File: config.mk
export PLATFORM = sky130hd
export DESIGN_NAME = uocsr_top
export DESIGN_NICKNAME = d
export VERILOG_FILES = /design/src/shared/uocsr_pkg.sv /design/src/rtl/uocsr_stat_fifo.sv /design/src/rtl/uocsr_top.sv
export SDC_FILE = /design/constraint.sdc
export NUM_CORES = 1
export LEC_CHECK = 0
export BUFFER_PORTS_ARGS = -buffer_cell sky130_fd_sc_hd__buf_2
export CORE_MARGIN = 10
export CORE_UTILIZATION = 35
export CTS_BUF_LIST = sky130_fd_sc_hd__clkbuf_4
export DETAILED_ROUTE_END_ITERATION = 7
export PLACE_DENSITY_LB_ADDON = 0.12
export SYNTH_ARGS = -nofsm -noshare
export SYNTH_HDL_FRONTEND = slang
export SYNTH_SLANG_ARGS = --single-unit
File: constraint.sdc
create_clock -name hclk -period 2.9 [get_ports hclk]
set_input_delay 0.145 -clock hclk [delete_from_list [all_inputs] [get_ports hclk]]
set_output_delay 0.145 -clock hclk [all_outputs]
set_load 0.05 [all_outputs]
File: src/shared/uocsr_pkg.sv
// Purpose: Shared constants and carriers for the USB control/status register slice
// Assumes: 32-bit AHB-Lite register bus, one word per register
// Notes: Register offsets are byte addresses
package uocsr_pkg;
  localparam logic [7:0] OFS_ERR_EN = 8'h00;
  localparam logic [7:0] OFS_STAT = 8'h04;
  localparam logic [7:0] OFS_CTRL = 8'h08;
  localparam logic [7:0] OFS_ADDR = 8'h0C;
  localparam logic [7:0] OFS_FRML = 8'h10;
  localparam logic [7:0] OFS_FRMH = 8'h14;
  localparam logic [7:0] OFS_IRQ_EN = 8'h18;
  localparam logic [7:0] OFS_IRQ_FLAG = 8'h1C;
  localparam logic [7:0] OFS_ERR_FLAG = 8'h20;
  localparam logic [7:0] OFS_MASK = 8'hFC;

  localparam int CTRL_J = 7;
  localparam int CTRL_SE0 = 6;
  localparam int CTRL_PKT = 5;
  localparam int CTRL_BRST = 4;
  localparam int CTRL_HOST = 3;
  localparam int CTRL_RES = 2;
  localparam int CTRL_PPRST = 1;
  localparam int CTRL_ON = 0;
  localparam int ERR_TOKCRC = 1;
  localparam int IRQ_ERR = 1;
  localparam int IRQ_TRN = 3;

  localparam int FIFO_DEPTH = 4;
  localparam int FRAME_W = 11;
  localparam int FRML_W = 8;
  localparam int FRMH_W = 3;
  localparam logic [1:0] HTRANS_NONSEQ = 2'h2;
  localparam logic [2:0] HSIZE_WORD = 3'h2;
  localparam logic [7:0] BYTE_ZERO = 8'h00;

  localparam int CLK_HZ = 25000000;
  localparam int SOF_PERIOD_US = 1000;
  localparam int SOF_CYCLES = (CLK_HZ / 1000000) * SOF_PERIOD_US;
  localparam int LS_EOP_NS = 1330;
  localparam int LS_EOP_CYCLES = (LS_EOP_NS + 39) / 40;

  typedef struct packed {
    logic [3:0] endpoint;
    logic is_tx;
    logic odd_bank;
  } uocsr_stat_t;

  typedef struct packed {
    logic [1:0] htrans;
    logic [7:0] addr;
    logic write;
    logic ok_size;
  } uocsr_req_t;
endpackage

File: src/rtl/uocsr_stat_fifo.sv
// Purpose: Four-entry transaction status FIFO, head exposed to software
// Assumes: Push and pop are one-cycle pulses
// Notes: Push when full is dropped; flops addressed by index
module uocsr_stat_fifo #(
  parameter int DEPTH = uocsr_pkg::FIFO_DEPTH
) (
  input wire logic hclk,
  input wire logic hresetn,
  input wire logic clear,
  input wire logic push,
  input uocsr_pkg::uocsr_stat_t push_data,
  input wire logic pop,
  output uocsr_pkg::uocsr_stat_t head,
  output logic not_empty,
  output logic full
);
  localparam int AW = $clog2(DEPTH);
  uocsr_pkg::uocsr_stat_t mem_ff [DEPTH];
  logic [AW-1:0] rd_ff;
  logic [AW-1:0] wr_ff;
  logic [AW:0] cnt_ff;
  logic do_push;
  logic do_pop;

  assign full = (cnt_ff == (AW+1)'(DEPTH));
  assign not_empty = (cnt_ff != '0);
  assign do_push = push && !full;
  assign do_pop = pop && not_empty;
  assign head = mem_ff[rd_ff];

  always_ff @(posedge hclk or negedge hresetn) begin
    if (!hresetn) begin
      for (int i = 0; i < DEPTH; i++) begin
        mem_ff[i] <= '0;
      end
    end else if (do_push) begin
      mem_ff[wr_ff] <= push_data;
    end
  end

  always_ff @(posedge hclk or negedge hresetn) begin
    if (!hresetn) begin
      rd_ff <= '0;
      wr_ff <= '0;
      cnt_ff <= '0;
    end else if (clear) begin
      rd_ff <= '0;
      wr_ff <= '0;
      cnt_ff <= '0;
    end else begin
      if (do_push) begin
        wr_ff <= wr_ff + 1'b1;
      end
      if (do_pop) begin
        rd_ff <= rd_ff + 1'b1;
      end
      cnt_ff <= cnt_ff + (AW+1)'(do_push) - (AW+1)'(do_pop);
    end
  end
endmodule

File: src/rtl/uocsr_top.sv
// Purpose: USB OTG control and status register slice behind an AHB-Lite slave
// Assumes: Link engine supplies event pulses and live line states on hclk
// Notes: Zero-wait-state slave, every response OKAY
module uocsr_top #(
  parameter int SOF_CYCLES = uocsr_pkg::SOF_CYCLES
) (
  input wire logic hclk,
  input wire logic hresetn,
  input wire logic hsel,
  input wire logic [31:0] haddr,
  input wire logic [1:0] htrans,
  input wire logic hwrite,
  input wire logic [2:0] hsize,
  input wire logic [31:0] hwdata,
  input wire logic hready,
  output logic [31:0] hrdata,
  output logic hreadyout,
  output logic hresp,
  input wire logic [7:0] err_events,
  input wire logic trn_done,
  input uocsr_pkg::uocsr_stat_t trn_stat,
  input wire logic setup_rx,
  input wire logic token_active,
  input wire logic sof_rx,
  input wire logic [10:0] sof_frame,
  input wire logic line_j,
  input wire logic line_se0,
  output logic module_irq_flag,
  output logic module_on,
  output logic host_logic_rst,
  output logic bus_reset_drive,
  output logic resume_drive,
  output logic ls_eop_drive,
  output logic pingpong_pointer_reset,
  output logic packet_proc_disable,
  output logic sof_send,
  output logic next_token_low_speed,
  output logic [6:0] function_address,
  output logic stat_fifo_full
);
  uocsr_pkg::uocsr_req_t req_ff;
  uocsr_pkg::uocsr_stat_t head;
  logic [7:0] err_en_ff;
  logic [7:0] err_flag_ff;
  logic [7:0] irq_en_ff;
  logic [7:0] irq_flag_ff;
  logic [5:0] ctrl_ff;
  logic [7:0] addr_ff;
  logic [10:0] frame_ff;
  logic [31:0] rdata_ff;
  logic [$clog2(uocsr_pkg::LS_EOP_CYCLES+1)-1:0] eop_cnt_ff;
  logic [$clog2(SOF_CYCLES)-1:0] sof_cnt_ff;
  logic host_ff;
  logic sof_ff;
  logic fifo_ne;
  logic wr_en;
  logic [7:0] wb;
  logic host_mode;
  logic err_any;
  logic trn_clr;
  logic hostt_tog;

  assign hreadyout = 1'b1;
  assign hresp = 1'b0;
  assign hrdata = rdata_ff;
  assign wr_en = req_ff.htrans == uocsr_pkg::HTRANS_NONSEQ && req_ff.write && req_ff.ok_size;
  assign wb = hwdata[7:0];
  assign host_mode = ctrl_ff[uocsr_pkg::CTRL_HOST];
  assign module_on = !host_mode && ctrl_ff[uocsr_pkg::CTRL_ON];
  assign bus_reset_drive = host_mode && ctrl_ff[uocsr_pkg::CTRL_BRST];
  assign resume_drive = ctrl_ff[uocsr_pkg::CTRL_RES];
  assign ls_eop_drive = eop_cnt_ff != '0;
  assign pingpong_pointer_reset = ctrl_ff[uocsr_pkg::CTRL_PPRST];
  assign packet_proc_disable = !host_mode && ctrl_ff[uocsr_pkg::CTRL_PKT];
  assign sof_send = sof_ff;
  assign next_token_low_speed = addr_ff[7];
  assign function_address = addr_ff[6:0];
  assign hostt_tog = wr_en && req_ff.addr == uocsr_pkg::OFS_CTRL
    && wb[uocsr_pkg::CTRL_HOST] != host_mode;
  assign host_logic_rst = host_ff;
  assign err_any = |(err_flag_ff & err_en_ff);
  assign module_irq_flag = |(irq_flag_ff & irq_en_ff);
  assign trn_clr = wr_en && req_ff.addr == uocsr_pkg::OFS_IRQ_FLAG && wb[uocsr_pkg::IRQ_TRN];

  uocsr_stat_fifo #(
    .DEPTH(uocsr_pkg::FIFO_DEPTH)
  ) u_fifo (
    .hclk(hclk),
    .hresetn(hresetn),
    .clear(1'b0),
    .push(trn_done),
    .push_data(trn_stat),
    .pop(trn_clr && irq_flag_ff[uocsr_pkg::IRQ_TRN]),
    .head(head),
    .not_empty(fifo_ne),
    .full(stat_fifo_full)
  );

  // Address phase capture
  always_ff @(posedge hclk or negedge hresetn) begin
    if (!hresetn) begin
      req_ff <= '0;
    end else if (hready) begin
      req_ff.htrans <= hsel ? htrans : 2'h0;
      req_ff.addr <= haddr[7:0] & uocsr_pkg::OFS_MASK;
      req_ff.write <= hwrite;
      req_ff.ok_size <= hsize == uocsr_pkg::HSIZE_WORD;
    end
  end

  // Read data registered at address phase
  always_ff @(posedge hclk or negedge hresetn) begin
    if (!hresetn) begin
      rdata_ff <= '0;
    end else if (hready && hsel && htrans == uocsr_pkg::HTRANS_NONSEQ && !hwrite) begin
      unique case (haddr[7:0] & uocsr_pkg::OFS_MASK)
        uocsr_pkg::OFS_ERR_EN: rdata_ff <= {24'h0, err_en_ff};
        uocsr_pkg::OFS_STAT: rdata_ff <= {24'h0, head, 2'h0};
        uocsr_pkg::OFS_CTRL: rdata_ff <= {24'h0, line_j, line_se0,
          host_mode ? token_active : ctrl_ff[uocsr_pkg::CTRL_PKT],
          ctrl_ff[4:0]};
        uocsr_pkg::OFS_ADDR: rdata_ff <= {24'h0, addr_ff};
        uocsr_pkg::OFS_FRML: rdata_ff <= {24'h0, frame_ff[7:0]};
        uocsr_pkg::OFS_FRMH: rdata_ff <= {29'h0, frame_ff[10:8]};
        uocsr_pkg::OFS_IRQ_EN: rdata_ff <= {24'h0, irq_en_ff};
        uocsr_pkg::OFS_IRQ_FLAG: rdata_ff <= {24'h0, irq_flag_ff};
        uocsr_pkg::OFS_ERR_FLAG: rdata_ff <= {24'h0, err_flag_ff};
        default: rdata_ff <= '0;
      endcase
    end
  end

  // Software-written enables and address
  always_ff @(posedge hclk or negedge hresetn) begin
    if (!hresetn) begin
      err_en_ff <= uocsr_pkg::BYTE_ZERO;
      irq_en_ff <= uocsr_pkg::BYTE_ZERO;
      addr_ff <= uocsr_pkg::BYTE_ZERO;
    end else if (wr_en) begin
      if (req_ff.addr == uocsr_pkg::OFS_ERR_EN) begin
        err_en_ff <= wb;
      end
      if (req_ff.addr == uocsr_pkg::OFS_IRQ_EN) begin
        irq_en_ff <= wb;
      end
      if (req_ff.addr == uocsr_pkg::OFS_ADDR) begin
        addr_ff <= wb;
      end
    end
  end

  // Error flags: write one to clear, set wins
  always_ff @(posedge hclk or negedge hresetn) begin
    if (!hresetn) begin
      err_flag_ff <= uocsr_pkg::BYTE_ZERO;
    end else begin
      err_flag_ff <= (err_flag_ff & ~((wr_en && req_ff.addr == uocsr_pkg::OFS_ERR_FLAG)
        ? wb : uocsr_pkg::BYTE_ZERO)) | err_events;
    end
  end

  // Interrupt flags; error bit mirrors unmasked errors, transaction bit tracks FIFO
  always_ff @(posedge hclk or negedge hresetn) begin
    if (!hresetn) begin
      irq_flag_ff <= uocsr_pkg::BYTE_ZERO;
    end else begin
      for (int i = 0; i < 8; i++) begin
        if (i == uocsr_pkg::IRQ_ERR) begin
          irq_flag_ff[i] <= err_any;
        end else if (i == uocsr_pkg::IRQ_TRN) begin
          irq_flag_ff[i] <= trn_clr ? (trn_done || (fifo_ne && !irq_flag_ff[i]))
            : (irq_flag_ff[i] || trn_done || fifo_ne);
        end else begin
          irq_flag_ff[i] <= 1'b0;
        end
      end
    end
  end

  // Control register with hardware-set packet disable
  always_ff @(posedge hclk or negedge hresetn) begin
    if (!hresetn) begin
      ctrl_ff <= '0;
    end else begin
      if (wr_en && req_ff.addr == uocsr_pkg::OFS_CTRL) begin
        ctrl_ff <= wb[5:0];
      end
      if (setup_rx && !host_mode) begin
        ctrl_ff[uocsr_pkg::CTRL_PKT] <= 1'b1;
      end
    end
  end

  // Host control reset pulse on each toggle
  always_ff @(posedge hclk or negedge hresetn) begin
    if (!hresetn) begin
      host_ff <= 1'b0;
    end else begin
      host_ff <= hostt_tog;
    end
  end

  // Low-speed end-of-packet after resume drops in host mode
  always_ff @(posedge hclk or negedge hresetn) begin
    if (!hresetn) begin
      eop_cnt_ff <= '0;
    end else if (host_ff) begin
      eop_cnt_ff <= '0;
    end else if (host_mode && wr_en && req_ff.addr == uocsr_pkg::OFS_CTRL
        && ctrl_ff[uocsr_pkg::CTRL_RES] && !wb[uocsr_pkg::CTRL_RES]) begin
      eop_cnt_ff <= ($bits(eop_cnt_ff))'(uocsr_pkg::LS_EOP_CYCLES);
    end else if (eop_cnt_ff != '0) begin
      eop_cnt_ff <= eop_cnt_ff - 1'b1;
    end
  end

  // One-millisecond SOF timer in host mode
  always_ff @(posedge hclk or negedge hresetn) begin
    if (!hresetn) begin
      sof_cnt_ff <= '0;
      sof_ff <= 1'b0;
    end else if (!host_mode || !ctrl_ff[uocsr_pkg::CTRL_ON] || host_ff) begin
      sof_cnt_ff <= '0;
      sof_ff <= 1'b0;
    end else begin
      sof_ff <= sof_cnt_ff == ($bits(sof_cnt_ff))'(SOF_CYCLES - 1);
      if (sof_cnt_ff == ($bits(sof_cnt_ff))'(SOF_CYCLES - 1)) begin
        sof_cnt_ff <= '0;
      end else begin
        sof_cnt_ff <= sof_cnt_ff + 1'b1;
      end
    end
  end

  // Frame number capture
  always_ff @(posedge hclk or negedge hresetn) begin
    if (!hresetn) begin
      frame_ff <= '0;
    end else if (sof_rx) begin
      frame_ff <= sof_frame;
    end
  end

  a_frame_load: assert property (@(posedge hclk) disable iff (!hresetn)
    sof_rx |=> frame_ff == $past(sof_frame)) else $error("frame number not loaded");
  a_setup_disable: assert property (@(posedge hclk) disable iff (!hresetn)
    setup_rx && !host_mode |=> ctrl_ff[uocsr_pkg::CTRL_PKT]) else $error("setup missed");
  a_host_toggle: assert property (@(posedge hclk) disable iff (!hresetn)
    hostt_tog |=> host_logic_rst ##1 !host_logic_rst) else $error("host reset pulse wrong");
  a_err_gate: assert property (@(posedge hclk) disable iff (!hresetn)
    irq_flag_ff[uocsr_pkg::IRQ_ERR] && !irq_en_ff[uocsr_pkg::IRQ_ERR]
    && !irq_flag_ff[uocsr_pkg::IRQ_TRN] && irq_flag_ff[7:4] == 4'h0
    |-> !module_irq_flag) else $error("error leaked to irq");
  a_err_mask: assert property (@(posedge hclk) disable iff (!hresetn)
    (err_flag_ff & err_en_ff) != 8'h00 |=> irq_flag_ff[uocsr_pkg::IRQ_ERR])
    else $error("enabled error not flagged");
  a_eop_len: assert property (@(posedge hclk) disable iff (!hresetn)
    $rose(ls_eop_drive) |-> ls_eop_drive [*8]) else $error("eop too short");
  a_bus_reset: assert property (@(posedge hclk) disable iff (!hresetn)
    wr_en && req_ff.addr == uocsr_pkg::OFS_CTRL && host_mode && wb[uocsr_pkg::CTRL_HOST]
    |=> bus_reset_drive == $past(wb[uocsr_pkg::CTRL_BRST]))
    else $error("bus reset not following host write");
  a_trn_flag: assert property (@(posedge hclk) disable iff (!hresetn)
    trn_done |=> irq_flag_ff[uocsr_pkg::IRQ_TRN]) else $error("transaction flag missed");
endmodule

==> results of run 1 <==
kinds of logic (layout without fill, tap and decap cells):
kind of cell	count (synthesis)	after routing	synth area share (%)
mux	80	80	16.4
buf+inv	61	195	5.76
compound gates	70	70	8.42
flops	123	123	51.1
simple gates	132	132	13.2
xor+xnor	21	21	3.05
other cells	2	27	0.125
fa+ha+maj	9	9	2.00
layout make-up:
| class | count | area (µm²) | area share [%] |
|---|---|---|---|
| clock buffers | 17 | 128 | 1.72 |
| well taps | 220 | 275 | 3.71 |
| repair buffers | 146 | 1040 | 14.0 |
| inverters | 17 | 63.8 | 0.859 |
| clock inverters | 15 | 150 | 2.02 |
| multi-input cells | 338 | 2690 | 36.2 |
| flip-flops and latches | 123 | 3080 | 41.4 |
| diodes | 1 | 2.50 | 0.0337 |
how the worst min path moves through the flow:
stage,to,slack (ns),cells past startpoint
after floorplan,addr_ff[0]$_DFFE_PN0P_,-0.15,0
after global placement,err_flag_ff[7]$_DFF_PN0_,0.33,2
after detailed placement,err_flag_ff[7]$_DFF_PN0_,0.33,2
after CTS,req_ff[10]$_DFFE_PN0P_,0.002,2
after global routing,req_ff[7]$_DFFE_PN0P_,0.02,2
final,req_ff[10]$_DFFE_PN0P_,0.06,2
per-stage QoR:
step	utilization [%]	hold WS [ns]	total power [µW]
after floorplan	-	-0.151	3010
after global placement	39.3	0.325	3230
after detailed placement	39.3	0.328	3290
after CTS	44.5	0.00243	4550
after global routing	44.5	0.0214	4780
final	44.5	0.0561	4480
synthesized netlist by cell type, types with 8 or more instances:
| master | count |
|---|---|
| nor2_1 | 27 |
| a22oi_1 | 8 |
| ha_1 | 8 |
| buf_4 | 26 |
| nand3_1 | 12 |
| nand2_1 | 25 |
| clkbuf_1 | 11 |
| nand4_1 | 9 |
| mux2_2 | 72 |
| a21o_1 | 9 |
| xnor2_1 | 16 |
| a21oi_1 | 13 |
| inv_1 | 17 |
| dfrtp_1 | 123 |
worst register-to-register path, stage by stage, from the launching register on:
cell and delay (ns):
dfrtp_1 0.43, or4b_2 0.72, nor4_4 0.58, nand2_1 0.12, a21o_1 0.20, dlygate4sd3_1 0.55
layer usage:
metal  vias to the layer above  share of wire, %  track usage, %
li1                       2065                 -               -
met1                      2165                45            18.7
met2                       132                46            22.5
met3                        14               7.5            4.06
met4                         0               1.2            4.19
met5                         -                 0               0
registers in the layout (all words and copies together) (netlist names):
register / cells
addr_ff: 8
ctrl_ff: 6
eop_cnt_ff: 6
err_en_ff: 8
err_flag_ff: 8
frame_ff: 11
host_logic_rst: 1
hrdata: 8
irq_en_ff: 8
irq_flag_ff: 2
req_ff: 10
sof_cnt_ff: 15
sof_send: 1
u_fifo.cnt_ff: 3
u_fifo.mem_ff: 24
u_fifo.rd_ff: 2
u_fifo.wr_ff: 2
power breakdown:
| group | switching [µW] | internal [µW] |
|---|---|---|
| Combinational | 562 | 521 |
| Sequential | 190 | 2020 |
| Clock | 676 | 510 |
| Total | 1430 | 3050 |
==> flow_metrics.py, run 1 <==
metrics = {
    "final_layout": {
        "drive_gt1_share_pct": 31.7,
        "final_cells": 877,
        "final_area_um2": 7430,
        "final_common_cell": "dfrtp_1",
        "final_cell_mix": "dfrtp_1, buf_2, mux2_2",
        "nFillCells": 1610,
        "fin_nets": 757,
        "area_growth_pct": 23.4,
    },
    "drt": {
        "drt_iter0_drc": 241,
        "drt-pass1-iter-count": 4,
        "via_per_inst": 4.99,
        "ant_nets": 0,
        "drc": 0,
        "vias": 4376,
        "wl_per_cell_um": 18.1,
        "wl_um": 15800,
    },
    "critical_path": {
        "crit_path_start": "req_ff[9]$_DFFE_PN0P_",
        "worstPathRequired_ns": 3.30,
        "worstPathArrival_ns": 3.11,
        "path_buf_inv": 1,
        "critical_path.reg2reg.startpoint": "req_ff[9]$_DFFE_PN0P_",
        "worst_path_dominant_cell_family": "simple AND/OR/NAND/NOR gates",
        "worst-path-stages": 5,
        "reg2reg_to": "err_flag_ff[5]$_DFF_PN0_",
        "slowest_delay_ns": 0.72,
        "reg2reg_depth": 5,
        "path_max_fanout": 8,
        "endpoint": "err_flag_ff[5]$_DFF_PN0_",
        "crit_slowest_cell": "or4b_2",
        "reg2reg_slack_ns": 0.19,
        "critical_path.cell_chain": "or4b_2 > nor4_4 > nand2_1 > a21o_1 > dlygate4sd3_1",
        "worstSetupEndpointType": "flip-flop",
        "critPathLaunchType": "flip-flop",
        "worst-setup-path-type": "reg2reg",
    },
    "sta": {
        "slew_headroom_pct": 30.0,
        "grt_setup_unrepaired": "false",
        "fmax_ghz": 0.369,
        "setup_viol": 0,
        "final-hold-violation-count": 0,
        "fin_ws_ns": 0.190,
        "period_needed_ns": 2.71,
        "final_max_slew_viol_count": 0,
        "clock_skew_ns": 0.0135,
        "tightest_slew_ns": 1.05,
        "min_period_over_period_pct": 93.4,
        "tns_ns": 0,
    },
    "floorplanning": {
        "start_util_pct": 36.1,
        "die_h_um": 151,
        "die_area_um2": 22800,
        "die_w_um": 151,
        "fp-row-count": 47,
        "core-area_um2": 16700,
        "io_pins": 157,
    },
    "synthesis": {
        "syn_area_um2": 6020,
        "yosysTopAreaCellShare_pct": 51.1,
        "avgSynthCellArea_um2": 12.1,
        "synthFlopType": "dfrtp_1",
        "synth_area_leaders": "dfrtp_1, mux2_2, buf_4",
        "synthArstFlopShare_pct": 100,
        "synth_warnings": 0,
        "syn_inst": 498,
        "ys_seq_area_share_pct": 51.1,
        "synth_enable_flop_cells": 0,
        "yosys_register_bits": 123,
        "yosysUniqueCellTypes": 61,
        "synth_top_cell_by_area": "dfrtp_1",
    },
    "flow_run": {
        "maxCapViolCount": 0,
    },
    "global_route": {
        "grt_pass1_wl_um": 25000,
        "grt_max_degree": 81,
        "grt_pass1_vias": 4562,
        "grt_usage_pct": 14.3,
        "gr-total-overflow": 0,
        "antenna_found_initial": 1,
    },
    "placement": {
        "placed_cell_area_um2": 6570,
        "portBuffers": 80,
        "hpwl_um": 11300,
        "place_ws_ns": 0.408,
        "gp_congestion": 0.788,
        "placedCellCount": 786,
    },
    "clock_network": {
        "worst_setup_hold_path_clk_slew_ns": 0.11,
        "cts-root-buf": "clkbuf_4",
        "clockBufferDepth": 2,
        "cts_tree": "yes",
        "ctsResizeCount": 0,
        "clock_sinks": 123,
        "clock_latency_ns": 0.51,
        "cts_setup_buffers": 0,
        "ctsHoldBuffers": 58,
        "htreeDepth": 4,
        "cts-buffers-inserted": 17,
    },
    "power": {
        "powerDensity_nw_per_um2": 603,
        "leakagePower_uw": 0.00322,
        "irDropWorstVdd_uv": 310,
    },
    "min_path": {
        "hold_path.class": "in2reg",
        "hp-start": "hready",
    },
    "outcome": {
        "outcome": "finished clean",
    },
}
No activity file was read; power rests on OpenSTA's default activity.
==> run 2, diff against run 1 <==
- ABC_AREA: unset -> 1
- RECOVER_POWER: unset -> 25
==> flow_metrics.py, run 2 <==
metrics = {
    "drt": {
        "ant_nets": 0,
        "vias": 5542,
        "via_per_inst": 4.57,
        "drt-pass1-iter-count": 5,
        "wl_um": 18200,
        "drt_iter0_drc": 370,
        "wl_per_cell_um": 15.0,
        "drc": 0,
    },
    "sta": {
        "tightest_slew_ns": 2.21,
        "tns_ns": 0,
        "fmax_ghz": 0.433,
        "final-hold-violation-count": 0,
        "setup_viol": 0,
        "final_max_slew_viol_count": 40,
        "period_needed_ns": 2.31,
        "fin_ws_ns": 0.589,
        "slew_headroom_pct": -47.1,
        "grt_setup_unrepaired": "false",
        "clock_skew_ns": 0.0157,
        "min_period_over_period_pct": 79.7,
    },
    "floorplanning": {
        "io_pins": 157,
        "start_util_pct": 35.6,
        "core-area_um2": 18000,
        "die_w_um": 155,
        "die_area_um2": 24100,
        "fp-row-count": 49,
        "die_h_um": 155,
    },
    "critical_path": {
        "crit_slowest_cell": "dlygate4sd3_1",
        "worst_path_dominant_cell_family": "simple AND/OR/NAND/NOR gates",
        "critical_path.reg2reg.startpoint": "req_ff[10]$_DFFE_PN0P_",
        "path_max_fanout": 11,
        "reg2reg_depth": 7,
        "worstPathRequired_ns": 3.31,
        "critical_path.cell_chain": "inv_1 > nand4_1 > nor2_1 > nand2_1 > a22oi_1 > o21ai_1 > dlygate4sd3_1",
        "worstSetupEndpointType": "flip-flop",
        "worstPathArrival_ns": 2.72,
        "slowest_delay_ns": 0.58,
        "critPathLaunchType": "flip-flop",
        "worst-setup-path-type": "reg2reg",
        "reg2reg_to": "ctrl_ff[5]$_DFFE_PN0P_",
        "path_buf_inv": 2,
        "reg2reg_slack_ns": 0.59,
    },
    "synthesis": {
        "syn_area_um2": 6390,
        "synthFlopType": "dfrtp_1",
        "synthArstFlopShare_pct": 100,
        "yosys_register_bits": 123,
        "yosysTopAreaCellShare_pct": 48.1,
        "synth_warnings": 0,
        "synth_top_cell_by_area": "dfrtp_1",
        "synth_area_leaders": "dfrtp_1, nand2_1, inv_1",
        "ys_seq_area_share_pct": 48.1,
        "syn_inst": 810,
        "yosysUniqueCellTypes": 36,
        "synth_enable_flop_cells": 0,
        "avgSynthCellArea_um2": 7.89,
        "yosysMostFrequentCell": "nand2_1",
        "ys_top_cells_by_count": "nand2_1, dfrtp_1, inv_1",
    },
    "placement": {
        "hpwl_um": 13300,
        "place_ws_ns": 0.851,
        "portBuffers": 80,
        "gp_congestion": 0.861,
    },
    "clock_network": {
        "cts_tree": "yes",
        "worst_setup_hold_path_clk_slew_ns": 0.12,
        "htreeDepth": 4,
        "clock_sinks": 123,
        "clock_latency_ns": 0.52,
        "clockBufferDepth": 2,
        "cts_setup_buffers": 0,
        "cts-root-buf": "clkbuf_4",
        "cts-buffers-inserted": 17,
    },
    "min_path": {
        "hold_depth": 5,
        "min_to": "hrdata[0]$_DFFE_PN0P_",
        "hold_path.class": "in2reg",
        "hp-start": "htrans[0]",
    },
    "global_route": {
        "gr-total-overflow": 0,
        "grt_max_degree": 56,
        "grt_usage_pct": 15.5,
        "grt_pass1_wl_um": 29700,
        "grt_pass1_vias": 5672,
        "antenna_found_initial": 1,
    },
    "final_layout": {
        "fin_nets": 1083,
        "final_cell_mix": "nand2_1, dfrtp_1, inv_1",
        "drive_gt1_share_pct": 15.3,
        "largest_reg_flops": 24,
        "area_growth_pct": 24.2,
        "top_regs": "u_fifo.mem_ff x24, sof_cnt_ff x15, frame_ff x11",
        "nFillCells": 1835,
        "final_common_cell": "nand2_1",
        "regMostFlops": "u_fifo.mem_ff",
    },
    "outcome": {
        "failed_checks": "capacitance limit, slew limit",
        "outcome": "complete, but fails checks",
    },
    "power": {
        "leakagePower_uw": 0.00408,
        "irDropWorstVdd_uv": 406,
        "powerDensity_nw_per_um2": 604,
    },
    "flow_run": {
        "maxCapViolCount": 1,
    },
}
==> run 2: cell types whose count changed after synthesis, moves of 12 or more <==
cell     delta
xnor2_1    -12
o21ai_1    +42
inv_2      +13
nand2_1   +208
nand4_1    +14
nand3_1    +32
nor2_1     +45
mux2_2     -64
o21ai_0    +28
inv_1      +74
==> run 2: worst max path at each step <==
stage / from / endpoint / slack (ns) / cells after the start
5_1_grt: hresetn / err_en_ff[6]$_DFFE_PN0P_ / 0.22 / 3
6_report: req_ff[10]$_DFFE_PN0P_ / ctrl_ff[5]$_DFFE_PN0P_ / 0.59 / 7
3_5_place_dp: u_fifo.cnt_ff[1]$_DFF_PN0_ / u_fifo.cnt_ff[1]$_DFF_PN0_ / 0.85 / 8
4_1_cts: req_ff[10]$_DFFE_PN0P_ / ctrl_ff[5]$_DFFE_PN0P_ / 0.64 / 7
2_1_floorplan: u_fifo.cnt_ff[1]$_DFF_PN0_ / u_fifo.cnt_ff[1]$_DFF_PN0_ / 0.81 / 6
3_3_place_gp: u_fifo.cnt_ff[1]$_DFF_PN0_ / u_fifo.cnt_ff[2]$_DFF_PN0_ / 0.85 / 8
==> run 2: layout make-up <==
cell class                 instances  area, µm²  share of cell area, %
timing repair buffer             161       1210                   15.2
multi-input combinational        562       2720                   34.3
sequential                       123       3080                   38.7
tap                              229        287                   3.61
clock buffer                      20        150                   1.89
antenna                            1       2.50                 0.0315
inverter                         104        390                   4.91
clock inverter                    12        105                   1.32
==> run 2: per-layer routing <==
layer	global-route usage (%)	vias up	wire length (µm)
met2	26.2	107	8860
li1	-	2853	-
met1	19.0	2562	8290
met5	0	-	0
met4	4.81	0	289
met3	3.94	20	763
==> run 2: timing repair <==
action                                 in CTS  in global routing
setup endpoints to repair                   0                  0
hold buffers                               76                  0
endpoints found under the hold margin     119                  0
resized for setup                           0                  0
==> run 2: cell families (layout without fill, tap and decap cells) <==
| kind of cell | count (synthesis) | in the layout | share of synthesized area, % |
|---|---|---|---|
| buffers and inverters | 149 | 297 | 10.7 |
| AOI/OAI and AO/OA | 95 | 95 | 7.79 |
| xor gates and xnor gates | 14 | 14 | 1.92 |
| and+or+nand+nor | 410 | 410 | 28.0 |
| other | 2 | 27 | 0.117 |
| adders and majority gates | 9 | 9 | 1.88 |
| muxes | 8 | 8 | 1.41 |
| DFF | 123 | 123 | 48.1 |
==> run 2: power by group <==
group / leakage [µW] / internal, µW / switching [µW]
sequential: 0.00140 / 2050 / 241
combinational: 0.00254 / 515 / 835
clock: 0.000142 / 518 / 640
total: 0.00408 / 3080 / 1720
==> run 2: worst min-delay path, stage by stage <==
cell and delay (ns):
buf_2 0.11, nor3_4 0.04, buf_4 0.16, nand2_1 0.07, nand2_1 0.04
==> run 2: per-stage QoR <==
| stage | hold slack [ns] | area [µm²] | total power (µW) | util (%) | instances |
|---|---|---|---|---|---|
| floorplan | -0.151 | 6480 | 3290 | - | 834 |
| global placement | 0.177 | 6930 | 3590 | 38.6 | 1103 |
| detailed placement | 0.165 | 6930 | 3600 | 38.6 | 1103 |
| CTS | 0.0207 | 7950 | 4850 | 44.2 | 1211 |
| global route | 0.0452 | 7940 | 5190 | 44.2 | 1212 |
| finish | 0.0753 | 7940 | 4800 | 44.2 | 1212 |
==> run 3, diff against run 2 <==
- clock period: 2.9 -> 2.1 ns (I/O delays scaled with it)
==> flow_metrics.py, run 3 (synthesis gave the netlist of run 2 again) <==
metrics = {
    "global_route": {
        "top_usage_layer": "met2",
        "grt_use_met2_pct": 25.1,
        "grt_max_degree": 53,
        "gr-total-overflow": 0,
        "antenna_found_initial": 1,
        "grt_usage_pct": 15.6,
        "met3_usage_pct": 4.16,
        "gr-usage-met1_pct": 20.0,
        "grt_pass1_wl_um": 29900,
        "grt_pass1_vias": 5615,
    },
    "final_layout": {
        "fin_nets": 1090,
        "nFillCells": 1811,
        "final_cells": 1218,
        "final_common_cell": "nand2_1",
        "final_area_um2": 8000,
        "multi_input_area_um2": 2720,
        "top_regs": "u_fifo.mem_ff x24, sof_cnt_ff x15, frame_ff x11",
        "regMostFlops": "u_fifo.mem_ff",
        "final_cell_mix": "nand2_1, dfrtp_1, inv_1",
        "area_growth_pct": 25.1,
        "largest_reg_flops": 24,
        "drive_gt1_share_pct": 16.3,
        "seqCellArea_um2": 3080,
    },
    "floorplanning": {
        "die_area_um2": 24100,
        "die_h_um": 155,
        "io_pins": 157,
        "fp-row-count": 49,
        "core-area_um2": 18000,
        "start_util_pct": 35.6,
        "die_w_um": 155,
    },
    "drt": {
        "drt-pass1-iter-count": 5,
        "ant_nets": 0,
        "wl_um": 18100,
        "via_per_inst": 4.57,
        "drc": 0,
        "drt_iter0_drc": 363,
        "wl_per_cell_um": 14.9,
        "vias": 5572,
    },
    "power": {
        "leakagePower_uw": 0.00412,
        "powerDensity_nw_per_um2": 820,
        "irDropWorstVdd_uv": 394,
        "power_uw": 6560,
    },
    "critical_path": {
        "path_max_fanout": 3,
        "worst-setup-path-type": "reg2reg",
        "worstSetupEndpointType": "flip-flop",
        "worstPathArrival_ns": 2.43,
        "critPathLaunchType": "flip-flop",
        "worstPathRequired_ns": 2.53,
        "reg2reg_depth": 11,
    },
    "placement": {
        "placed_cell_area_um2": 6990,
        "placedCellCount": 1108,
        "portBuffers": 80,
        "place_ws_ns": 0.108,
        "hpwl_um": 13300,
        "gp_congestion": 0.865,
    },
    "sta": {
        "period_needed_ns": 1.99,
        "fin_ws_ns": 0.108,
        "clock_skew_ns": 0.0203,
        "holdWs_ns": 0.0455,
        "final_max_slew_viol_count": 26,
        "tightest_slew_ns": 1.54,
        "setup_viol": 0,
        "slew_headroom_pct": -2.39,
        "final-hold-violation-count": 0,
        "min_period_over_period_pct": 94.9,
        "grt_setup_unrepaired": "true",
        "fmax_ghz": 0.502,
    },
    "clock_network": {
        "clock_latency_ns": 0.53,
        "cts_tree": "yes",
        "clock_sinks": 123,
        "cts-buffers-inserted": 17,
        "htreeDepth": 4,
        "clockBufferDepth": 2,
        "worst_setup_hold_path_clk_slew_ns": 0.11,
        "cts-root-buf": "clkbuf_4",
    },
    "outcome": {
        "failed_checks": "capacitance limit, slew limit",
        "outcome": "complete, but fails checks",
    },
    "flow_run": {
        "maxCapViolCount": 1,
    },
    "min_path": {
        "hold_path.class": "in2reg",
        "hold_depth": 2,
    },
}
-- run 3: cell types whose count changed in the layout (fill, tap and decap cells not counted), moves of 2 or more --
cell,before,now
clkinv_1,6,1
buf_4,4,8
clkbuf_4,20,22
clkinv_2,3,5
-- run 3: timing repair --
action                     in CTS  in global routing
setup buffers                   0                  1
hold endpoints to repair      217                  0
gates resized for setup         0                  1
setup endpoints to repair       0                  5
hold buffers                   77                  0
-- run 3: worst paths after layout --
| kind | to | from | slack, ns |
|---|---|---|---|
| min reg2reg | sof_cnt_ff[0]$_DFF_PN0_ | sof_cnt_ff[0]$_DFF_PN0_ | 0.46 |
| max in group asynchronous | frame_ff[10]$_DFFE_PN0P_ | hresetn | 0.43 |
| max | u_fifo.cnt_ff[1]$_DFF_PN0_ | req_ff[8]$_DFFE_PN0P_ | 0.11 |
| min in group asynchronous | u_fifo.wr_ff[0]$_DFFE_PN0P_ | hresetn | 0.48 |
| min | frame_ff[0]$_DFFE_PN0P_ | sof_rx | 0.05 |
| max reg2reg | u_fifo.cnt_ff[1]$_DFF_PN0_ | req_ff[8]$_DFFE_PN0P_ | 0.11 |
-- run 3: where the power goes --
group          switching (µW)  total (µW)  internal, µW
sequential                324        3160          2830
combinational            1170        1900           729
clock                     870        1500           634
total                    2370        6560          4200
-- run 3: worst max-delay path: stages, from the launching register on --
cell and delay, ns:
dfrtp_1 0.41, inv_2 0.07, nand2_2 0.08, nor3_2 0.15
nand4_1 0.12, nor2_1 0.11, ha_1 0.23, inv_1 0.05
ha_1 0.13, inv_1 0.05, fa_1 0.47, inv_1 0.04
-- run 3: metal layers --
metal	part of all wire (%)	up-vias
li1	-	2859
met1	46	2580
met2	48	118
met3	4.2	15
met4	1.1	0
met5	0	-
-- run 3: through the flow --
stage | TNS (ns) | util [%]
2_1_floorplan | 0 | -
3_3_place_gp | 0 | 38.9
3_5_place_dp | 0 | 38.9
4_1_cts | 0 | 44.5
5_1_grt | -0.0209 | 44.5
6_report | 0 | 44.5
-- run 3: cell type report --
class	count	share of cell area (%)
tap	229	3.58
clock inverter	9	0.938
timing repair buffer	168	16.0
multi-input combinational	562	34.0
inverter	104	4.88
antenna	1	0.0313
clock buffer	22	2.06
sequential	123	38.5
